--- src/pkg/vic_pkg.sv ---
package vic_pkg;

  // ****************************************************************
  // Register map
  // ****************************************************************
  localparam logic [7:0] INT_EN_ADDR = 8'ha8;
  localparam logic [7:0] INT_EN_RESET = 8'h00;
  localparam int GATE_BIT = 7;
  localparam int SPI0_MASK_BIT = 6;
  localparam int TIMER2_MASK_BIT = 5;
  localparam int UART_MASK_BIT = 4;
  localparam int TIMER1_MASK_BIT = 3;
  localparam int EXT1_MASK_BIT = 2;
  localparam int TIMER0_MASK_BIT = 1;
  localparam int EXT0_MASK_BIT = 0;

  // ****************************************************************
  // Sources and vectors
  // ****************************************************************
  localparam int NUM_SRC = 19;
  localparam int SRC_W = 5;
  localparam int NUM_EXT_SRC = 12;
  localparam int NUM_AUTO_CLR = 4;
  localparam logic [SRC_W-1:0] SRC_SUPPLY = 5'h0f;
  localparam logic [15:0] VEC_RESET = 16'h0000;
  localparam logic [15:0] VEC_BASE = 16'h0003;
  localparam logic [15:0] VEC_LAST = 16'h0093;

  // ****************************************************************
  // Timing in system clocks (40 MHz, 25 ns)
  // ****************************************************************
  localparam int CLK_PERIOD_NS = 25;
  localparam int DETECT_CYC = 1;
  localparam int SINGLE_INSTR_CYC = 1;
  localparam int CALL_CYC = 5;
  localparam int RETURN_CYC = 5;
  localparam int DIVIDE_CYC = 8;
  localparam int MIN_RESP_CYC = DETECT_CYC + SINGLE_INSTR_CYC + CALL_CYC;
  localparam int MAX_RESP_CYC = DETECT_CYC + RETURN_CYC + DIVIDE_CYC + CALL_CYC;
  localparam logic [2:0] CALL_CNT_LOAD = 3'(CALL_CYC - 1);

  typedef enum logic [1:0] {
    ST_IDLE,
    ST_REQ,
    ST_CALL
  } vic_state_t;

endpackage

--- src/hdl/vic_prio_enc.sv ---
`timescale 1ns/1ps
module vic_prio_enc #(
  parameter int N = 19,
  parameter int W = 5
) (
  input wire logic [N-1:0] req_i,
  output logic any_o,
  output logic [W-1:0] idx_o
);

  // Lowest index wins; scanning downward leaves the lowest set bit
  always_comb begin
    idx_o = '0;
    for (int i = N - 1; i >= 0; i--) begin
      if (req_i[i]) begin
        idx_o = W'(i);
      end
    end
  end

  assign any_o = |req_i;

endmodule

--- src/hdl/vic_ctrl.sv ---
`timescale 1ns/1ps
// Notes on behaviour
// - Flags are sampled and priority decoded every clock, not at instruction ends.
// - Request registered one clock after detection; core adds instruction and 5-clock call.
// - After a return, one more instruction completes before the next request.
// - Worst response 19 clocks: detect, return, divide, call.
// - Equal or higher level in service holds a new request pending.
// - Vectors start at 0x0003 and step by 8 per arbitration order.
// - External 0/1 and timer 0/1 flags get a clear pulse on vectoring.
// - Enable bit 7 gates every source; when set, each mask applies.
// - Enable register at 0xa8 on every page, bit-writable, resets to zero.
// - Timer 2 mask passes low or high overflow flag; software clears both.
// - SPI port 0 mask gates OR of its four flags.
// - Enable bits 2 and 0 mask external inputs 1 and 0.
// - Enable bits 3 and 1 mask timer 1 and timer 0 overflows.
// - Enable bit 4 masks UART rx/tx done OR; no hardware clear.
// - Read-only flags like supply warning stop only through their enable.
// - High level preempts low routine; high routine is never preempted.
// - Higher level wins; equal levels resolved by lower arbitration order.
// - Flags pend regardless of enables and are serviced once enabled.
// - Flag still set after return raises a new request after one instruction.
module vic_ctrl
  import vic_pkg::*;
(
  input wire logic mclk_i,
  input wire logic nrst_i,
  input wire logic clk_en_i,
  input wire logic [7:0] sfr_addr_i,
  input wire logic sfr_wr_i,
  input wire logic sfr_rd_i,
  input wire logic [7:0] sfr_wdata_i,
  input wire logic bit_wr_i,
  input wire logic [7:0] bit_addr_i,
  input wire logic bit_val_i,
  output logic [7:0] sfr_rdata_o,
  output logic sfr_hit_o,
  input wire logic ext_irq_pin0_flag_i,
  input wire logic ext_irq_pin1_flag_i,
  input wire logic timer0_overflow_flag_i,
  input wire logic timer1_overflow_flag_i,
  input wire logic uart_rx_done_flag_i,
  input wire logic uart_tx_done_flag_i,
  input wire logic timer2_low_overflow_flag_i,
  input wire logic timer2_high_overflow_flag_i,
  input wire logic spi_transfer_done_flag_i,
  input wire logic spi_write_collision_flag_i,
  input wire logic spi_mode_fault_flag_i,
  input wire logic spi_rx_overrun_flag_i,
  input wire logic [NUM_EXT_SRC-1:0] ext_src_flags_i,
  input wire logic [NUM_EXT_SRC-1:0] ext_src_enable_i,
  input wire logic [NUM_SRC-1:0] src_high_prio_i,
  input wire logic irq_ack_i,
  input wire logic return_done_i,
  input wire logic instr_done_i,
  output logic irq_req_o,
  output logic [15:0] irq_vector_o,
  output logic [NUM_AUTO_CLR-1:0] flag_clear_o,
  output logic [1:0] in_service_o
);

  // ****************************************************************
  // Enable register
  // ****************************************************************
  logic [7:0] int_en_q;
  logic [7:0] int_en_d;
  logic [7:0] int_en_bit_upd;
  logic [7:0] sfr_rdata_q;
  wire byte_hit = sfr_addr_i == INT_EN_ADDR;
  wire bit_hit = bit_addr_i[7:3] == INT_EN_ADDR[7:3];
  wire [2:0] bit_pos = bit_addr_i[2:0];

  // No page input: the register decodes the same on every page
  always_comb begin
    int_en_bit_upd = int_en_q;
    int_en_bit_upd[bit_pos] = bit_val_i;
  end

  assign int_en_d = (sfr_wr_i && byte_hit) ? sfr_wdata_i :
                    (bit_wr_i && bit_hit) ? int_en_bit_upd : int_en_q;
  assign sfr_hit_o = byte_hit;

  always_ff @(posedge mclk_i or negedge nrst_i) begin
    if (!nrst_i) begin
      int_en_q <= INT_EN_RESET;
      sfr_rdata_q <= 8'h00;
    end else if (clk_en_i) begin
      int_en_q <= int_en_d;
      sfr_rdata_q <= (sfr_rd_i && byte_hit) ? int_en_q : 8'h00;
    end
  end

  assign sfr_rdata_o = sfr_rdata_q;

  // ****************************************************************
  // Source gating
  // ****************************************************************
  wire uart_any = uart_rx_done_flag_i | uart_tx_done_flag_i;
  wire timer2_any = timer2_low_overflow_flag_i | timer2_high_overflow_flag_i;
  wire spi0_any = spi_transfer_done_flag_i | spi_write_collision_flag_i |
                  spi_mode_fault_flag_i | spi_rx_overrun_flag_i;
  // Order is the arbitration order; enable bits 0..6 line up with it
  wire [NUM_SRC-1:0] pend = {ext_src_flags_i, spi0_any, timer2_any, uart_any,
                             timer1_overflow_flag_i, ext_irq_pin1_flag_i,
                             timer0_overflow_flag_i, ext_irq_pin0_flag_i};
  // Read-only flags such as the supply warning only drop out through their mask
  wire [NUM_SRC-1:0] mask = {ext_src_enable_i, int_en_q[6:0]};
  wire gate = int_en_q[GATE_BIT];
  wire [NUM_SRC-1:0] elig = pend & mask & {NUM_SRC{gate}};
  wire [NUM_SRC-1:0] elig_hi = elig & src_high_prio_i;
  wire [NUM_SRC-1:0] elig_lo = elig & ~src_high_prio_i;

  // ****************************************************************
  // Arbitration
  // ****************************************************************
  logic hi_any;
  logic lo_any;
  logic [SRC_W-1:0] hi_idx;
  logic [SRC_W-1:0] lo_idx;

  vic_prio_enc #(.N(NUM_SRC), .W(SRC_W)) u_enc_hi (
    .req_i(elig_hi),
    .any_o(hi_any),
    .idx_o(hi_idx)
  );

  vic_prio_enc #(.N(NUM_SRC), .W(SRC_W)) u_enc_lo (
    .req_i(elig_lo),
    .any_o(lo_any),
    .idx_o(lo_idx)
  );

  wire win_valid = hi_any | lo_any;
  wire win_hi = hi_any;
  wire [SRC_W-1:0] win_idx = hi_any ? hi_idx : lo_idx;
  wire [15:0] win_vec = VEC_BASE + {8'h00, win_idx, 3'b000};

  // ****************************************************************
  // Service state
  // ****************************************************************
  vic_state_t state_q;
  vic_state_t state_d;
  logic act_hi_q;
  logic act_lo_q;
  logic hold_q;
  logic lvl_q;
  logic [SRC_W-1:0] idx_q;
  logic [15:0] vec_q;
  logic [2:0] call_cnt_q;
  logic [NUM_AUTO_CLR-1:0] clr_q;

  // A high routine blocks all; a low routine admits only high requests
  wire level_ok = act_hi_q ? 1'b0 : (act_lo_q ? win_hi : 1'b1);
  wire permit = win_valid && level_ok && !hold_q;
  wire ack_take = (state_q == ST_REQ) && irq_ack_i;
  wire call_end = (state_q == ST_CALL) && (call_cnt_q == 3'd0);
  wire auto_clr = idx_q < SRC_W'(NUM_AUTO_CLR);
  wire [NUM_AUTO_CLR-1:0] clr_onehot = NUM_AUTO_CLR'(1) << idx_q[1:0];

  always_comb begin
    state_d = state_q;
    case (state_q)
      ST_IDLE: begin
        if (permit) begin
          state_d = ST_REQ;
        end
      end
      ST_REQ: begin
        if (ack_take) begin
          state_d = ST_CALL;
        end else if (!permit) begin
          state_d = ST_IDLE;
        end
      end
      ST_CALL: begin
        if (call_end) begin
          state_d = ST_IDLE;
        end
      end
      default: begin
        state_d = ST_IDLE;
      end
    endcase
  end

  always_ff @(posedge mclk_i or negedge nrst_i) begin
    if (!nrst_i) begin
      state_q <= ST_IDLE;
      idx_q <= '0;
      lvl_q <= 1'b0;
      vec_q <= VEC_RESET;
    end else if (clk_en_i) begin
      state_q <= state_d;
      // Winner is re-sampled every clock until the core takes it
      if (state_d == ST_REQ && !ack_take) begin
        idx_q <= win_idx;
        lvl_q <= win_hi;
        vec_q <= win_vec;
      end
    end
  end

  always_ff @(posedge mclk_i or negedge nrst_i) begin
    if (!nrst_i) begin
      call_cnt_q <= 3'd0;
    end else if (clk_en_i) begin
      if (ack_take) begin
        call_cnt_q <= CALL_CNT_LOAD;
      end else if (call_cnt_q != 3'd0) begin
        call_cnt_q <= call_cnt_q - 3'd1;
      end
    end
  end

  // Only the two external and two timer flags are cleared by vectoring
  always_ff @(posedge mclk_i or negedge nrst_i) begin
    if (!nrst_i) begin
      clr_q <= '0;
    end else if (clk_en_i) begin
      clr_q <= (ack_take && auto_clr) ? clr_onehot : '0;
    end
  end

  // Ack marks the level in service; return retires the highest one
  always_ff @(posedge mclk_i or negedge nrst_i) begin
    if (!nrst_i) begin
      act_hi_q <= 1'b0;
      act_lo_q <= 1'b0;
    end else if (clk_en_i) begin
      if (ack_take && lvl_q) begin
        act_hi_q <= 1'b1;
      end else if (return_done_i && act_hi_q) begin
        act_hi_q <= 1'b0;
      end
      if (ack_take && !lvl_q) begin
        act_lo_q <= 1'b1;
      end else if (return_done_i && !act_hi_q) begin
        act_lo_q <= 1'b0;
      end
    end
  end

  // The return sets the hold; a coincident instruction end does not clear it
  always_ff @(posedge mclk_i or negedge nrst_i) begin
    if (!nrst_i) begin
      hold_q <= 1'b0;
    end else if (clk_en_i) begin
      if (return_done_i) begin
        hold_q <= 1'b1;
      end else if (instr_done_i) begin
        hold_q <= 1'b0;
      end
    end
  end

  assign irq_req_o = state_q == ST_REQ;
  assign irq_vector_o = vec_q;
  assign flag_clear_o = clr_q;
  assign in_service_o = {act_hi_q, act_lo_q};
endmodule

--- config.mk ---
export PLATFORM = sky130hd
export DESIGN_NAME = vic_ctrl
export DESIGN_NICKNAME = d
export VERILOG_FILES = /design/src/pkg/vic_pkg.sv /design/src/hdl/vic_prio_enc.sv /design/src/hdl/vic_ctrl.sv
export SDC_FILE = /design/constraint.sdc
export NUM_CORES = 1
export LEC_CHECK = 0
export ABC_AREA = 1
export BUFFER_PORTS_ARGS = -buffer_cell sky130_fd_sc_hd__buf_2
export CAP_MARGIN = 40
export CORE_AREA = 4 4 59 115
export CTS_BUF_LIST = sky130_fd_sc_hd__clkbuf_8
export CTS_CLUSTER_DIAMETER = 200
export CTS_CLUSTER_SIZE = 8
export DETAILED_ROUTE_END_ITERATION = 10
export DIE_AREA = 0 0 63 119
export PLACE_DENSITY = 0.81
export SYNTH_ARGS = -nofsm -noshare
export SYNTH_HDL_FRONTEND = slang
export SYNTH_HIERARCHICAL = 1
export SYNTH_SLANG_ARGS = --single-unit
--- constraint.sdc ---
create_clock -name mclk_i -period 3 [get_ports mclk_i]
set_input_delay 0.6 -clock mclk_i [delete_from_list [all_inputs] [get_ports mclk_i]]
set_output_delay 0.6 -clock mclk_i [all_outputs]
set_load 0.02 [all_outputs]
==> results of run 1 <==
-- layout by cell type (no fill, tap or decap), drive strengths merged --
cell type  instances
nand2            133
buf              114
inv               79
nor2              75
nand3             63
dfrtp             35
o21ai             21
conb               9
nor4               8
clkbuf             6
nor3               5
mux2i              5
a21oi              5
o31ai              3
a31oi              3
bufinv             3
ha                 2
a211oi             2
a21boi             1
a32o               1
o22ai              1
clkinv             1
-- cells in the mapped netlist, drive strengths merged --
cell type and instances:
nor2 75, conb 1, ha 2, nand2 133, clkbuf 4, nor4 8
bufinv 2, o22ai 1, a21oi 5, nand3 63, a21boi 1, a31oi 3
buf 18, dfrtp 35, a211oi 2, o31ai 3, inv 79, a32o 1
o21ai 21, nor3 5, mux2i 5
-- final cells by class --
type / instances / area, um2 / area share
Clock inverter: 2 / 35.0 / 0.00982
Multi-Input combinational cell: 337 / 1580 / 0.444
Tap cell: 63 / 78.8 / 0.0221
Timing Repair Buffer: 114 / 578 / 0.162
Sequential cell: 35 / 876 / 0.246
Clock buffer: 6 / 82.6 / 0.0232
Inverter: 81 / 334 / 0.0937
-- per-stage QoR --
step	hold WS, ns	area (um2)	setup slack, ns	instances
2_1_floorplan	0.304	2950	0.774	475
5_1_grt	0.451	3570	0.437	638
3_3_place_gp	0.460	3450	0.589	630
3_5_place_dp	0.464	3450	0.439	630
6_report	0.381	3570	0.661	638
4_1_cts	0.404	3570	0.703	638
-- flip-flops by register name, summed over array words and instances, names as in the netlist --
signal / flops
flag_clear_o: 4
int_en_q: 8
sfr_rdata_o: 8
state_q: 2
call_cnt_q: 3
idx_q: 4
hold_q: 1
irq_vector_o: 2
act_hi_q: 1
lvl_q: 1
act_lo_q: 1
-- worst min-delay path by stage --
stage                     end  cells past startpoint  slack [ns]
2_1_floorplan        act_hi_q                      0        0.30
4_1_cts           int_en_q[2]                      1        0.40
5_1_grt           int_en_q[2]                      1        0.45
3_3_place_gp   sfr_rdata_o[7]                      2        0.46
6_report          int_en_q[2]                      1        0.38
3_5_place_dp   sfr_rdata_o[5]                      2        0.46
-- power by group through the flow --
stage	clock network, mW	registers, mW	logic [mW]
after floorplan	0	0.534	0.139
after global placement	0	0.535	0.218
after detailed placement	0	0.537	0.226
after CTS	0.447	0.528	0.227
after global routing	0.463	0.532	0.263
final	0.441	0.527	0.224
-- cells by family (layout without fill, tap and decap cells) --
logic type / Yosys count / after routing
buf+inv: 103 / 203
mux: 5 / 5
simple gates: 284 / 284
other cells: 1 / 9
flops: 35 / 35
fa+ha+maj: 2 / 2
compound gates: 37 / 37
-- per-layer routing --
| metal | up-vias | GRT usage |
|---|---|---|
| li1 | 1648 | - |
| met1 | 1405 | 0.204 |
| met2 | 112 | 0.377 |
| met3 | 17 | 0.0255 |
| met4 | 0 | 0.0899 |
| met5 | - | 0 |
==> metrics.cfg, run 1 <==
[synthesis]
syn_inst = 467
syn_area_um2 = 2920
synthSimpleGateAreaFrac = 0.419
synthAdderAreaFrac = 0.00858
synthTopCellsByArea = dfrtp_1 30%, nand2_1 17%, nand3_1 10%, inv_1 9.5%, nor2_1 9.3%
muxShareOfSynthArea = 0.0172
synth.largest_area_cell = dfrtp_1
synth_xor_area_frac = 0
ys_warn_count = 6
synth-compound-area-share = 0.0863
syn-mean-instance-area_um2 = 6.24
ys_ff_latch = 35
synth.distinct_cells = 34
synth_top_family_by_area = simple AND/OR/NAND/NOR gates
synth_top_area_frac = 0.300
yosysSeqAreaShare = 0.300

[die]
initial_utilization = 0.489
core_area_um2 = 5960
core.rowCount = 40
fp.dieH_um = 119
die_x_um = 63
dieArea_um2 = 7500
io_pins = 121

[clocking]
clockBufferDepth = 2
cts_tree = yes
worstSkewPairLatency_ns = 0.29
post_cts_resized = 0
cts.hold.buffers_added = 0
numCtsBuffers = 5
clock-sinks = 35
post_cts_buffers = 0
clkTransAtPathRegs_ns = 0.07
cts-root-buf = clkbuf_8
h-tree-depth = 2

[timing]
setup_tns_ns = 0
clock_skew_ns = 0.00524
slew_headroom = 0.492
max_freq_mhz = 428
hold_viol = 0
finalSetupViolCount = 0
post-route-period-util = 0.780
finalMaxSlewViolations = 0
rsz0062_at_grt = no
period_needed_ns = 2.34
tightest_slew_ns = 0.763

[power_and_ir_drop]
seqPwrFrac = 0.442
power_density_nw_per_um2 = 334
clkPwrFrac = 0.370
ir_worst_vdd_mv = 0.163
swShare = 0.273
total_power_mw = 1.19
p_leak_nw = 2.05
p_sw_uw = 326
p_int_uw = 866
comb_power_share = 0.188

[critical_path]
path_cells = inv_1, nor4_1, nor2_1, nand2_1, nor2_1, nand3_1, inv_1, o21ai_0, nand3_2, nand2_1, o21ai_2
r2r_slack_ns = 0.66
cpPeakStageDelay_ns = 0.44
r2r_cells = 11
r2r-start = int_en_q[7]
cp.arrival_ns = 2.51
worstPathRequired_ns = 3.17
rr_endpoint = idx_q[1]
cp_top_family = simple AND/OR/NAND/NOR gates
end_kind = flop
crit_type = flop to flop
worst_path_max_delay_cell = dfrtp_1
worstSetupStartpoint = int_en_q[7]
cp.depth = 11
startpoint_type = flop
critical_path.max_fanout = 14
timing.critical_path.to = idx_q[1]
worst-path-buf-inv = 2

[grt]
antenna_found_initial = 0
grt_first_pass_wirelength_um = 12200
grt-ovfl-total = 0
grt_max_degree = 36
gr-usage-all-layers = 0.196
grt_pass1_vias = 3020

[place]
gp_congestion = 0.891
dp_hpwl_um = 6030
io_buffers = 111

[layout]
diodes = 0
fin_nets = 665
drive_gt1_frac = 0.254
fin_util = 0.599
fill_cells = 563
syn_to_final_growth_pct = 22.3

[detailed_routing]
drt_pass1_iterations = 4
wl_met3_um = 443
wl_per_cell_um = 11.3
wl_met2_um = 3860
first_iter_violations = 194
top_layer = met4
avgViaCountPerCell = 4.99
via_count = 3182
route.antenna.remaining_nets = 0
totalWireLength_um = 7220
wl_met1_um = 2710
drc = 0

[run_status]
status = completed

[flow_run]
max_cap_violations = 0

[hold_path]
min_path_type = input port to async pin

Note: power is estimated with default switching activity, not from simulation.
==> run 2: changes to the inputs <==
==> constraint.sdc (replaced) <==
create_clock -name mclk_i -period 2.4 [get_ports mclk_i]
set_input_delay 0.48 -clock mclk_i [delete_from_list [all_inputs] [get_ports mclk_i]]
set_output_delay 0.48 -clock mclk_i [all_outputs]
set_load 0.02 [all_outputs]
==> run 2 against run 1 <==
Compared with the run above: register-to-register slack got worse by 0.47 ns; largest power group unchanged; critical path type unchanged; highest routed layer unchanged; clock skew increased by 0.0044 ns; sequential share of layout area fell by 0.12 points; setup slack got worse by 0.47 ns; total power grew 19%; via count increased by 1.1%; count of clock-buffer cells in the layout grew 1; final cell count unchanged; combinational power rose by 28%.
==> metrics.cfg, run 2 (synthesized netlist as in run 1, its figures left out) <==
[timing]
hold_viol = 0  ; unchanged
finalSetupViolCount = 0  ; unchanged
max_freq_mhz = 452  ; +5.8%
rsz0062_at_grt = no
tightest_slew_ns = 0.769  ; +0.00679 ns
finalMaxSlewViolations = 0  ; unchanged
period_needed_ns = 2.21  ; -0.128 ns
post-route-period-util = 0.921  ; +0.141
clock_skew_ns = 0.00967  ; +0.00443 ns
finalWorstSetupSlack_ns = 0.189  ; -0.472 ns
setup_tns_ns = 0  ; unchanged
slew_headroom = 0.487  ; -0.00452

[critical_path]
critical_path.max_fanout = 14  ; unchanged
cp.arrival_ns = 2.39  ; -0.12 ns
r2r_slack_ns = 0.19  ; -0.47 ns
startpoint_type = flop
timing.critical_path.to = irq_vector_o[7]
r2r-start = int_en_q[7]
worstSetupStartpoint = int_en_q[7]
end_kind = flop
rr_endpoint = irq_vector_o[7]
r2r_cells = 11  ; unchanged
worstPathRequired_ns = 2.58  ; -0.59 ns
crit_type = flop to flop

[grt]
grt_pass1_vias = 3092  ; +2.4%
gr-usage-all-layers = 0.204  ; +0.00785
antenna_found_initial = 0  ; unchanged
grt_max_degree = 36  ; unchanged
grt_first_pass_wirelength_um = 12600  ; +3.0%
grt-ovfl-total = 0  ; unchanged

[detailed_routing]
drt_pass1_iterations = 4  ; unchanged
wl_per_cell_um = 11.7  ; +3.6%
totalWireLength_um = 7480  ; +3.6%
route.antenna.remaining_nets = 0  ; unchanged
avgViaCountPerCell = 5.04  ; +1.1%
first_iter_violations = 152  ; -22%
drc = 0  ; unchanged
via_count = 3217  ; +1.1%

[die]
die_x_um = 63  ; unchanged
io_pins = 121  ; unchanged
dieArea_um2 = 7500  ; unchanged
core_area_um2 = 5960  ; unchanged
initial_utilization = 0.489  ; unchanged
core.rowCount = 40  ; unchanged
fp.dieH_um = 119  ; unchanged

[place]
gp_congestion = 0.870  ; -2.4%
place_area_um2 = 3460  ; +0.36%
io_buffers = 111  ; unchanged
dp_hpwl_um = 6130  ; +1.6%
pre_cts_slack_ns = 0.00941  ; -0.429 ns

[clocking]
cts_tree = yes
clockBufferDepth = 2  ; unchanged
h-tree-depth = 2  ; unchanged
numCtsBuffers = 5  ; unchanged
cts-root-buf = clkbuf_8
clock-sinks = 35  ; unchanged
worstSkewPairLatency_ns = 0.30  ; about the same
clkTransAtPathRegs_ns = 0.07  ; about the same

[run_status]
status = completed

[layout]
layout_commonest_cell = nand2_1
layout_common_cells = 131 x nand2_1, 111 x buf_2, 75 x inv_1, 72 x nor2_1, 61 x nand3_1
regArea_um2 = 877  ; +0.14%
syn_to_final_growth_pct = 23.1
fin_nets = 665  ; unchanged
diodes = 0  ; unchanged
fill_cells = 582  ; +3.4%
multi_input_area_um2 = 1610  ; +1.7%
drive_gt1_frac = 0.259  ; +0.00522
final_area_um2 = 3590  ; +0.63%

[flow_run]
max_cap_violations = 0  ; unchanged

[hold_path]
min_path_type = input port to async pin

[power_and_ir_drop]
total_power_mw = 1.41  ; +19%
ir_worst_vdd_mv = 0.235  ; +45%
power_density_nw_per_um2 = 394  ; +18%
p_leak_nw = 2.04  ; -0.20%

run 2: cell types whose count changed in the layout (fill, tap and decap cells not counted):
cell / previous run / this run
nor4_2: 0 / 3
dfrtp_2: 0 / 1
buf_4: 3 / 2
clkinv_2: 1 / 0
dfrtp_1: 35 / 34
inv_1: 74 / 75
nand3_4: 1 / 2
clkbuf_8: 6 / 7
nand3_2: 1 / 0
bufinv_16: 1 / 0
buf_12: 0 / 1
nor4_1: 7 / 4
run 2: layout make-up:
type                            count  share of cell area
Inverter                           81              0.0931
Clock buffer                        7              0.0268
Timing Repair Buffer              114               0.165
Multi-Input combinational cell    337               0.448
Clock inverter                      1             0.00105
Sequential cell                    35               0.244
Tap cell                           63              0.0220
run 2: where the power goes:
part | switching [mW] | leakage [nW] | internal (mW)
combinational | 0.169 | 1.52 | 0.118
clock | 0.210 | 0.0557 | 0.257
sequential | 0.0305 | 0.469 | 0.629
total | 0.409 | 2.04 | 1.01
run 2: repair_timing:
item / 4_1_cts / 5_1_grt
setup buffers: 0 / 0
setup endpoints to repair: 0 / 8
resized for setup: 0 / 5
hold buffers: 0 / 0
run 2: how the worst min path moves through the flow:
stage                         startpoint              to  slack [ns]
after floorplan                   nrst_i        act_hi_q        0.18
after global placement    sfr_rdata_o[7]  sfr_rdata_o[7]        0.46
after detailed placement  sfr_rdata_o[4]  sfr_rdata_o[4]        0.47
after CTS                         nrst_i  sfr_rdata_o[2]        0.27
after global routing              nrst_i  sfr_rdata_o[2]        0.31
final                             nrst_i  sfr_rdata_o[2]        0.26
run 2: layer usage:
metal / global-route usage / routed length [um] / up-vias
li1: - / - / 1651
met1: 0.199 / 2690 / 1437
met2: 0.398 / 4110 / 106
met3: 0.0396 / 487 / 23
met4: 0.0913 / 201 / 0
met5: 0 / 0 / -
run 2: critical path, cell delays in order (launching register included):
cell,delay (ns)
dfrtp_2,0.42
inv_1,0.14
nor4_2,0.36
nor2_1,0.12
nand2_1,0.12
nor2_1,0.07
nand3_1,0.06
inv_1,0.04
o21ai_0,0.28
nand3_4,0.25
nand2_1,0.16
o21ai_2,0.07
run 2: metrics by stage:
stage                      util  hold WS (ns)  std cells
after floorplan               -         0.184        475
after global placement    0.581         0.461        630
after detailed placement  0.581         0.467        630
after CTS                 0.598         0.274        638
after global routing      0.603         0.305        638
final                     0.603         0.257        638
